--- config.mk ---
export PLATFORM = sky130hd
export DESIGN_NAME = bcpd_top
export DESIGN_NICKNAME = d
export VERILOG_FILES = /design/src/bcpd_pkg.sv /design/src/bcpd_tmr_if.sv /design/src/bcpd_interval_timer.sv /design/src/bcpd_top.sv
export SDC_FILE = /design/constraint.sdc
export NUM_CORES = 1
export LEC_CHECK = 0
export ABC_AREA = 0
export CAP_MARGIN = 20
export CORE_AREA = 2 2 127 98
export DETAILED_ROUTE_END_ITERATION = 6
export DIE_AREA = 0 0 129 100
export DONT_BUFFER_PORTS = 1
export HOLD_SLACK_MARGIN = 0.02
export MAX_ROUTING_LAYER = met4
export PLACE_DENSITY = 0.78
export SLEW_MARGIN = 25
export SYNTH_ARGS = -nofsm -noshare
export SYNTH_HDL_FRONTEND = slang
export SYNTH_SLANG_ARGS = --single-unit
--- constraint.sdc ---
create_clock -name pclk -period 2 [get_ports pclk]
set_input_delay 0.2 -clock pclk [delete_from_list [all_inputs] [get_ports pclk]]
set_output_delay 0.2 -clock pclk [all_outputs]
set_load 0.05 [all_outputs]
--- src/bcpd_pkg.sv ---
// constants for the battery check and power default block
// assumes a 200 MHz pclk and a 32-bit APB with word-aligned registers
package bcpd_pkg;

  // ***************************************************************
  // timing
  // ***************************************************************
  localparam longint CLK_HZ           = 64'd200_000_000;
  localparam longint CHECK_INTERVAL_S = 64'd86400;
  localparam longint CHECK_CYCLES     = CHECK_INTERVAL_S * CLK_HZ;

  // ***************************************************************
  // register indices, byte address is four times the index
  // ***************************************************************
  localparam int     ADDR_W        = 8;
  localparam logic [5:0] IDX_FLAGS = 6'h00;
  localparam logic [5:0] IDX_ALARM = 6'h06;
  localparam logic [5:0] IDX_WDOG  = 6'h07;
  localparam logic [5:0] IDX_TCTL  = 6'h0c;
  localparam logic [5:0] IDX_HOLD  = 6'h10;
  localparam logic [5:0] IDX_ISTS  = 6'h11;
  localparam logic [5:0] IDX_IMASK = 6'h12;

  // ***************************************************************
  // field positions
  // ***************************************************************
  localparam int FLAGS_BL_BIT      = 4;
  localparam int FLAGS_DEFINED_BIT = 0;
  localparam int ALARM_AFE_BIT     = 7;
  localparam int ALARM_ABE_BIT     = 5;
  localparam int WDOG_STEER_BIT    = 7;
  localparam int TCTL_FT_BIT       = 6;
  localparam int HOLD_WR_BIT       = 1;
  localparam int HOLD_RD_BIT       = 0;

  localparam logic [7:0] ALARM_EN_MASK = 8'ha0;
  localparam logic [7:0] TCTL_FT_MASK  = 8'h40;

  // interrupt status bits
  localparam int EV_LOW_BIT  = 0;
  localparam int EV_PASS_BIT = 1;
  localparam int EV_UP_BIT   = 2;
  localparam int EV_DOWN_BIT = 3;
  localparam int EV_W        = 4;

  // ***************************************************************
  // reset values
  // ***************************************************************
  localparam logic [7:0]      RST_BYTE  = 8'h00;
  localparam logic [1:0]      RST_HOLD  = 2'h0;
  localparam logic [EV_W-1:0] RST_EV    = 4'h0;
  localparam logic [31:0]     RST_WORD  = 32'h0000_0000;
  localparam logic [63:0]     RST_COUNT = 64'h0000_0000_0000_0000;

endpackage

--- src/bcpd_tmr_if.sv ---
// link between the sequencer and its check interval timer
// assumes both ends share pclk
`timescale 1ns/100ps
interface bcpd_tmr_if;
  logic run;
  logic restart;
  logic tick;

  modport ctl (output run, output restart, input tick);
  modport tmr (input run, input restart, output tick);
endinterface

--- src/bcpd_interval_timer.sv ---
// interval timer that pulses once per battery check period
// assumes run and restart come from flip-flops in the same domain
`timescale 1ns/100ps
module bcpd_interval_timer
  import bcpd_pkg::*;
#(
  parameter longint INTERVAL = CHECK_CYCLES
) (
  input  wire logic pclk,
  input  wire logic presetn,
  input  wire logic clk_en,
  bcpd_tmr_if.tmr   tmr
);

  typedef struct packed {
    logic [63:0] count;
    logic        tick;
  } bcpd_tmr_state_t;

  bcpd_tmr_state_t state_reg;
  bcpd_tmr_state_t state_next;

  // ***************************************************************
  // counting
  // ***************************************************************
  always_comb begin
    state_next      = state_reg;
    state_next.tick = 1'b0;
    // count is held at zero while running on battery, no checks then
    if (!tmr.run || tmr.restart) begin
      state_next.count = RST_COUNT;
    end else if (state_reg.count == 64'(INTERVAL - 64'd1)) begin
      state_next.count = RST_COUNT;
      state_next.tick  = 1'b1;
    end else begin
      state_next.count = state_reg.count + 64'd1;
    end
  end

  always_ff @(posedge pclk or negedge presetn) begin
    if (!presetn) begin
      state_reg <= '0;
    end else if (clk_en) begin
      state_reg <= state_next;
    end
  end

  assign tmr.tick = state_reg.tick;

endmodule

--- src/bcpd_top.sv ---
// battery check monitor and power-state defaults of the control bits
// assumes synchronous supply, attach and comparator inputs and an APB master
//
// Behaviour
// - check battery at each power-up and once a day while supplied.
// - battery below threshold sets the low flag, bit 4 of flags register.
// - low flag stays set until a later check passes.
// - no checks while running on battery back-up.
// - power applied clears steer, multiplier, resolution, alarm enables, write hold, test.
// - reset clears holds, test, alarm enables and watchdog register only.
// - power-down clears write hold, test, watchdog; keeps read hold, alarm enables.
// - after first power-up, other control bits are undefined until written.
// - test bit 6 of Ch, alarm enable bit 7 of 6h, steer bit 7 of 7h.
`timescale 1ns/100ps
module bcpd_top
  import bcpd_pkg::*;
#(
  parameter longint CHECK_INTERVAL = CHECK_CYCLES
) (
  input  wire logic              pclk,
  input  wire logic              presetn,
  input  wire logic              clk_en,
  input  wire logic              psel,
  input  wire logic              penable,
  input  wire logic              pwrite,
  input  wire logic [ADDR_W-1:0] paddr,
  input  wire logic [31:0]       pwdata,
  output logic      [31:0]       prdata,
  output logic                   pready,
  output logic                   pslverr,
  input  wire logic              vcc_good,
  input  wire logic              battery_attach,
  input  wire logic              reset_req,
  input  wire logic              battery_ok,
  output logic                   battery_low_flag,
  output logic                   irq
);

  // ***************************************************************
  // state
  // ***************************************************************
  typedef struct packed {
    logic            vcc_prev;
    logic            bl;
    logic            defined;
    logic [7:0]      alarm;
    logic [7:0]      wdog;
    logic [7:0]      tctl;
    logic [1:0]      hold;
    logic [EV_W-1:0] ists;
    logic [EV_W-1:0] imask;
    logic            restart;
    logic            pready;
    logic            pslverr;
    logic [31:0]     prdata;
    logic            irq;
  } bcpd_state_t;

  bcpd_state_t state_reg;
  bcpd_state_t state_next;

  bcpd_tmr_if tmr_link ();

  bcpd_interval_timer #(
    .INTERVAL (CHECK_INTERVAL)
  ) u_timer (
    .pclk    (pclk),
    .presetn (presetn),
    .clk_en  (clk_en),
    .tmr     (tmr_link.tmr)
  );

  // timer only runs while the supply is nominal
  assign tmr_link.run     = state_reg.vcc_prev;
  assign tmr_link.restart = state_reg.restart;

  // ***************************************************************
  // next state
  // ***************************************************************
  logic            power_up;
  logic            power_down;
  logic            check_now;
  logic            access;
  logic [5:0]      index;
  logic            aligned;
  logic            do_write;
  logic [EV_W-1:0] events;
  logic [EV_W-1:0] read_clear;

  always_comb begin
    state_next         = state_reg;
    state_next.pready  = 1'b0;
    state_next.pslverr = 1'b0;
    state_next.restart = 1'b0;
    events             = RST_EV;
    read_clear         = RST_EV;
    power_up           = vcc_good & ~state_reg.vcc_prev;
    power_down         = ~vcc_good & state_reg.vcc_prev;
    state_next.vcc_prev = vcc_good;
    access             = psel & penable & ~state_reg.pready;
    index              = paddr[ADDR_W-1:2];
    aligned            = (paddr[1:0] == 2'h0);
    // writes are ignored on battery, the bus still answers them with pready
    do_write           = access & pwrite & vcc_good;

    // ---------------- bus access, one wait state ----------------
    if (access) begin
      state_next.pready = 1'b1;
      state_next.prdata = RST_WORD;
      if (!aligned) begin
        state_next.pslverr = 1'b1;
      end else begin
        case (index)
          IDX_FLAGS: begin
            state_next.prdata[FLAGS_BL_BIT]      = state_reg.bl;
            state_next.prdata[FLAGS_DEFINED_BIT] = state_reg.defined;
          end
          IDX_ALARM: begin
            state_next.prdata[7:0] = state_reg.alarm;
            if (do_write) begin
              state_next.alarm   = pwdata[7:0];
              state_next.defined = 1'b1;
            end
          end
          IDX_WDOG: begin
            state_next.prdata[7:0] = state_reg.wdog;
            if (do_write) begin
              state_next.wdog = pwdata[7:0];
            end
          end
          IDX_TCTL: begin
            state_next.prdata[7:0] = state_reg.tctl;
            if (do_write) begin
              state_next.tctl    = pwdata[7:0];
              state_next.defined = 1'b1;
            end
          end
          IDX_HOLD: begin
            state_next.prdata[1:0] = state_reg.hold;
            if (do_write) begin
              state_next.hold = pwdata[1:0];
            end
          end
          IDX_ISTS: begin
            state_next.prdata[EV_W-1:0] = state_reg.ists;
            if (!pwrite) begin
              read_clear = state_reg.ists;
            end
          end
          IDX_IMASK: begin
            state_next.prdata[EV_W-1:0] = state_reg.imask;
            if (do_write) begin
              state_next.imask = pwdata[EV_W-1:0];
            end
          end
          default: begin
            state_next.pslverr = 1'b1;
          end
        endcase
      end
    end

    // ---------------- battery checks ----------------
    // a power-up check and the daily tick share one path
    check_now = (power_up | battery_attach | tmr_link.tick) & vcc_good;
    if (check_now) begin
      // flag follows each check result, so only a passing check clears it
      state_next.bl = ~battery_ok;
      events[EV_LOW_BIT]  = ~battery_ok;
      events[EV_PASS_BIT] = battery_ok & state_reg.bl;
    end
    if (power_up) begin
      state_next.restart = 1'b1;
    end
    events[EV_UP_BIT]   = power_up | battery_attach;
    events[EV_DOWN_BIT] = power_down;

    // ---------------- power-state defaults ----------------
    // these win over a same-cycle write so the defaults always land
    if (power_down) begin
      // read hold and alarm enables ride through back-up
      state_next.hold[HOLD_WR_BIT] = 1'b0;
      state_next.tctl              = state_reg.tctl & ~TCTL_FT_MASK;
      state_next.wdog              = RST_BYTE;
    end
    if (power_up || battery_attach) begin
      // steer, multiplier and resolution all live in the watchdog byte
      state_next.wdog              = RST_BYTE;
      state_next.alarm             = state_reg.alarm & ~ALARM_EN_MASK;
      state_next.tctl              = state_reg.tctl & ~TCTL_FT_MASK;
      state_next.hold[HOLD_WR_BIT] = 1'b0;
    end
    if (battery_attach) begin
      // nothing else is known to be sane after a fresh battery
      state_next.hold[HOLD_RD_BIT] = 1'b0;
      state_next.defined           = 1'b0;
    end
    if (reset_req) begin
      // other control bits are left alone
      state_next.hold  = RST_HOLD;
      state_next.tctl  = state_reg.tctl & ~TCTL_FT_MASK;
      state_next.alarm = state_reg.alarm & ~ALARM_EN_MASK;
      state_next.wdog  = RST_BYTE;
    end

    // ---------------- interrupt ----------------
    // a new event beats the read that clears it
    state_next.ists = (state_reg.ists & ~read_clear) | events;
    state_next.irq  = |(state_next.ists & state_next.imask);
  end

  // ***************************************************************
  // registers
  // ***************************************************************
  always_ff @(posedge pclk or negedge presetn) begin
    if (!presetn) begin
      state_reg <= '0;
    end else if (clk_en) begin
      state_reg <= state_next;
    end
  end

  assign prdata           = state_reg.prdata;
  assign pready           = state_reg.pready;
  assign pslverr          = state_reg.pslverr;
  assign battery_low_flag = state_reg.bl;
  assign irq              = state_reg.irq;

endmodule

* Word-level counts from Yosys, hierarchy flattened
Index checks and enable logic that the tools add are counted.
Storage, ports and cells: flip-flop bits (word level) 114, input port bits 50, output and inout port bits 36, word-level logic and storage cells 124
Cells by class: add/subtract/negate cells 1, eq/ne operators 9, mux-type cells 40, bitwise logic cells 21, reductions and logical operators 34
Operators by type and width (count):
- two-way mux 64 bit | 2
- adder 64 x 1 -> 64 bit, second input constant | 1
- equality test 64 x 44 -> 1 bit, second input constant | 1
- two-way mux 27 bit | 2
- two-way mux 8 bit | 6
- two-way mux 34 bit | 1
- two-way mux 4 bit | 8
- nonzero test 3 bit | 9
- two-way mux 26 bit | 1
- two-way mux 25 bit | 1
- AND reduction 5 bit | 5
- nonzero test 4 bit | 6
- equality test 6 x 5 -> 1 bit, second input constant | 3
- two-way mux 17 bit | 1
- equality test 6 x 3 -> 1 bit, second input constant | 2
- one-hot mux 2 bit (5 select lines) | 1
- two-way mux 9 bit | 1
- one-hot mux 3 bit (3 select lines) | 1
- bitwise AND 1 bit | 8
- bitwise AND 4 bit | 2
- two-way mux 1 bit | 8
- AND reduction 8 bit | 1
- NOT 1 bit | 7
- one-hot mux 1 bit (7 select lines) | 1
- other kinds (19) | 26

* Logic depth before layout (Yosys ltp)
word-level depth 11, gate-level depth with buffers 8, mapped depth without buffers 7

* Hierarchy
Synthesis repeated with hierarchy kept, for this count alone.
Second synthesis, totals: cells, all modules 779, area, all modules 6782.8 um2
Modules (own cells, without submodules):
- bcpd_interval_timer | times used 1, cells each 495, area an instance 4083.9 um2, seq. area each 1626.6 um2
- bcpd_top | times used 1, cells each 284, area an instance 2698.8 um2, seq. area each 1226.2 um2

* Worst setup path after synthesis
Ideal clock, no wire load.
path type register to register, from register state_reg, in the netlist pready, to register state_reg[62] in the netlist's numbering, data arrival time 2.158 ns, required time 1.875 ns, setup slack -0.283 ns, stages on the path, launching flop included 7, buffers on the path 1, period minus slack after synthesis 2.283 ns, cell sequence dfrtp_1 -> and3b_2 -> nand4_1 -> or2_1 -> buf_6 -> nor4_4 -> mux2_2
On the way: longest elaborated chain between the ends 5
RTL lines:
- start, declared | RTL line bcpd_top.sv:59 | bcpd_state_t state_reg;
- start signal, assigned | RTL line bcpd_top.sv:219 | state_reg <= state_next;
- NOT 1 bit * | RTL line bcpd_top.sv:100 | access = psel & penable & ~state_reg.pready;
- bitwise AND 1 bit * | RTL line bcpd_top.sv:100
- bitwise AND 1 bit (2 in series) | RTL line bcpd_top.sv:104 | do_write = access & pwrite & vcc_good;
- AND reduction 7 bit (no source line) *
Mark *: on every way between the ends. The rest lies on a longest branch, timed or not. A chain may end at the register's enable or synchronous reset.

* Final worst setup path
from register state_reg, in the netlist pready, to register state_reg, in the netlist irq
On the way: longest elaborated chain between the ends 10, elaborated cells on any way between the ends 14
RTL lines:
- NOT 1 bit * | RTL line bcpd_top.sv:100
- bitwise AND 1 bit * | RTL line bcpd_top.sv:100
- bitwise AND 1 bit (2 in series) | RTL line bcpd_top.sv:104
- two-way mux 4 bit | RTL line bcpd_top.sv:152 | if (do_write) begin
- two-way mux 4 bit | RTL line bcpd_top.sv:113 | case (index)
- two-way mux 4 bit | RTL line bcpd_top.sv:110 | if (!aligned) begin
- two-way mux 4 bit | RTL line bcpd_top.sv:107 | if (access) begin
- bitwise AND 4 bit * | RTL line bcpd_top.sv:209 | state_next.irq = |(state_next.ists & state_next.imask);
- OR reduction 4 bit * | RTL line bcpd_top.sv:209
Marked as above.

==> results.md <==
* Result of the run: finished with violations
* Failing checks: hold timing, setup timing
* Number of buffers created by CTS at 17
* Beginning of the critical path: pready
* Final number of hold-violating endpoints at 114
* TritonCTS clock tree: yes
* Clock tree root buffer cell: clkbuf_16
* Remaining max-slew budget at the tightest pin at 51.39%
* Fmax achieved at 0.4936 GHz
* Final setup fails at 1
* Number of nets still failing antenna checks after routing at 0
* Dominant combinational cell family by area after synthesis: simple AND/OR/NAND/NOR gates
* Final Max Tran Viols at 0
* Antenna diode count at 0
* Area of the die at 0.01290 mm2
* Power density normalized to cell area at 747.0 mW/mm2
* Layout cell share with drive strength beyond 1 at 25.45%
* Top layer reached by signal wires: met4
* Max reg flops at 64
* Synthesized instance count at 675
* Xor and xnor fraction of the mapped netlist area at 7.536%
* Simple-gate share of the synthesized area at 26.50%
* Final Util at 68.77%
* CP max FO at 5
* Crit end category: register
* Synthesized-area fraction occupied by adder cells at 0.1994%
* Yosys synthesis warning count at 0
* Period Utilization, post-route at 101.3%
* DP Wirelength at 10760 um
* WP data arrival at 2330 ps
* First-pass GRT wire length at 26850 um
* Post-CTS Hold Buffers at 18
* Shortest period the worst path allows at 2026 ps
* Chip Height at 100 um
* Type of the tightest min-delay check: in -> async
* Die W at 129 um
* WL met2 at 8423 um
* Filler cell count in the final layout at 757
* Unrepaired setup endpoints after global routing: yes
* PnR Total Power at 0.006097 W
* Library cell occupying the most area in the post-synthesis netlist: dfrtp_1
* Crit path max-delay cell type: or3b_4
* Buffer levels on the longest clock path at 2
* Total number of nets in the final design at 817
* Number of DRC violations after detailed-routing iteration 0 at 612
* Post-Syn Area at 0.006276 mm2
* Depth of the most critical reg-to-reg path at 7
* Critical path cell sequence: and3b_2, buf_4, nand2_1, or3b_4, a21oi_4, a21oi_1, o32a_1
* DRC violations left at 0
* Via count of the first global-routing pass at 5362
* Largest net degree at the start of global routing at 115
* Static power due to leakage at 3.596 nW
* Flops & latches, synth at 114
* Number of standard-cell rows in the floorplan at 35
* Number of detailed-route iterations in the first pass at 6
* Clock Sinks at 114
* Detailed-route wire length per cell at 18.88 um
* Max Clock Skew at 9.950 ps
* Worst reg-to-reg setup slack at -30 ps
* Total global-route track usage at 27.60%
* Avg Synthesized Cell Area at 9.298 um2
* CTS clock-pin slew for the worst setup and hold paths at 60 ps
* Worst IR Drop VDD at 0.6212 mV
* Htree depth at 4
* Worst setup path class: reg -> reg
* Measured slew at the worst slew-check pin at 726.7 ps
* Number of placed cells counting well taps at 874
* Number of enable flip-flop cells after synthesis at 0
* Commonest cells after routing, fill and taps aside: 113 x dfrtp_1, 86 x nor2_1, 72 x buf_4
* Clock Latency Late Sink at 430 ps
* Number of unique standard cell types used by synthesis at 58
* Share of Yosys cell area claimed by the top area cell type at 45.45%
* Final Hold Slack at -529.0 ps
* Remaining Overflow, GRT at 0
* R2r startpoint: pready
* Placed Area at 0.006779 mm2
* Antenna violations before repair at 0
* Dominant synthesized flop cell: dfrtp_1
* Starting density of the core at 52.88%
* Design area at 0.008162 mm2
* End of the worst register-to-register path: irq
* Post-route met1 wirelength at 7498 um
* Data required time of the worst path at 2300 ps
* Synthesis-to-finish area growth at 30.04%
* Max-cap violation count at 0
* Vias at 5649
* Most frequent standard cell in the layout excluding fill and tap cells: dfrtp_1
* WL met3 at 1521 um
* Worst Setup EP: irq
* Leading post-synthesis cells by cell area: dfrtp_1 45%, xnor2_1 5.6%, nor2_1 5.4%
* Critical path startpoint category: register
* Part of the Yosys area used for sequential elements at 45.45%
* Post-synthesis mux area share at 5.781%
* Longest individual stage delay on the worst path at 430 ps
* Total Wirelength at 17820 um
* Non-filler instance count after layout at 944
* Routability Congestion at 0.9432
* Post-synthesis compound-gate area fraction at 7.775%
* Number of vias per cell at 5.984
* Core ar. at 0.01187 mm2
* I/O Buffers at 0
* Async set or reset register ratio after synthesis at 100.0%
* I/O pin count at 86
* Final setup margin at -25.98 ps
==> power breakdown <==
group          switching, W  internal (W)  leakage (nW)  total [W]
combinational      0.000292      0.000152          1.73   0.000444
clock               0.00113       0.00215         0.306    0.00328
sequential        0.0000357       0.00233          1.56    0.00237
total               0.00146       0.00463          3.60    0.00610
==> worst min-delay path by stage <==
stage | startpoint | end | slack (ps) | cells after the start
6_report | presetn | u_timer.state_reg[29] | -530 | 0
5_1_grt | presetn | u_timer.state_reg[29] | -540 | 0
4_1_cts | presetn | u_timer.state_reg[40] | -530 | 0
3_5_place_dp | presetn | u_timer.state_reg[34] | -90 | 0
3_3_place_gp | presetn | u_timer.state_reg[34] | -90 | 0
2_1_floorplan | presetn | battery_low_flag | -100 | 0
==> cell families (layout without fill, tap and decap cells) <==
group / count (synthesis) / in the layout
other: 1 / 24
multiplexers: 34 / 34
adder cells (fa/ha/maj): 1 / 1
XOR/XNOR: 54 / 54
buffers and inverters: 74 / 154
AO/OA/AOI/OAI: 82 / 82
flip-flops: 114 / 114
AND/OR/NAND/NOR: 315 / 315
==> synth_stat cells, types with 10 or more instances <==
| library cell | instances |
|---|---|
| dfrtp_1 | 114 |
| nor2_1 | 91 |
| nand2_1 | 70 |
| xnor2_1 | 40 |
| nand3_1 | 35 |
| o21ai_0 | 35 |
| buf_4 | 33 |
| nor3_1 | 23 |
| inv_1 | 21 |
| a21oi_1 | 20 |
| nor4_1 | 20 |
| mux2_2 | 18 |
| nand4_1 | 17 |
| mux2i_1 | 16 |
| xor2_1 | 14 |
| clkbuf_1 | 10 |
==> routing by layer <==
| metal | GRT usage (%) | vias to the layer above |
|---|---|---|
| li1 | - | 2500 |
| met1 | 37.32 | 2766 |
| met2 | 40.98 | 322 |
| met3 | 6.450 | 61 |
| met4 | 10.03 | 0 |
| met5 | - | - |
==> critical path: cells and delay by family (launching register included) <==
kind,cells,cell delay [ps]
compound gates,3,590
buf+inv,1,130
flops,1,390
simple gates,3,800
==> layout make-up <==
class,instances,area [um2],area share (%)
Inverter,21,78.83,0.9658
Tap cell,166,207.7,2.545
Clock buffer,19,452.9,5.550
Timing Repair Buffer,102,940.9,11.53
Sequential cell,114,2854,34.97
Multi-Input combinational cell,510,3447,42.24
Clock inverter,12,180.2,2.208
==> per-stage QoR <==
stage / hold slack [ps] / setup WS (ps) / TNS, ps
final: -529.0 / -25.98 / -25.98
after global routing: -541.2 / -71.04 / -2148
after CTS: -533.3 / -1.489 / -1.489
after detailed placement: -91.70 / -52.21 / -225.8
after global placement: -91.07 / 38.72 / 0
after floorplan: -95.59 / -123.4 / -1383
==> timing repair <==
action	CTS	global route
cloned	0	4
buffers inserted	3	14
hold endpoints to repair	161	114
pin swaps	1	9
endpoints found under the setup margin	36	74
gates resized for setup	13	52
(Power assumes the default switching activity.)
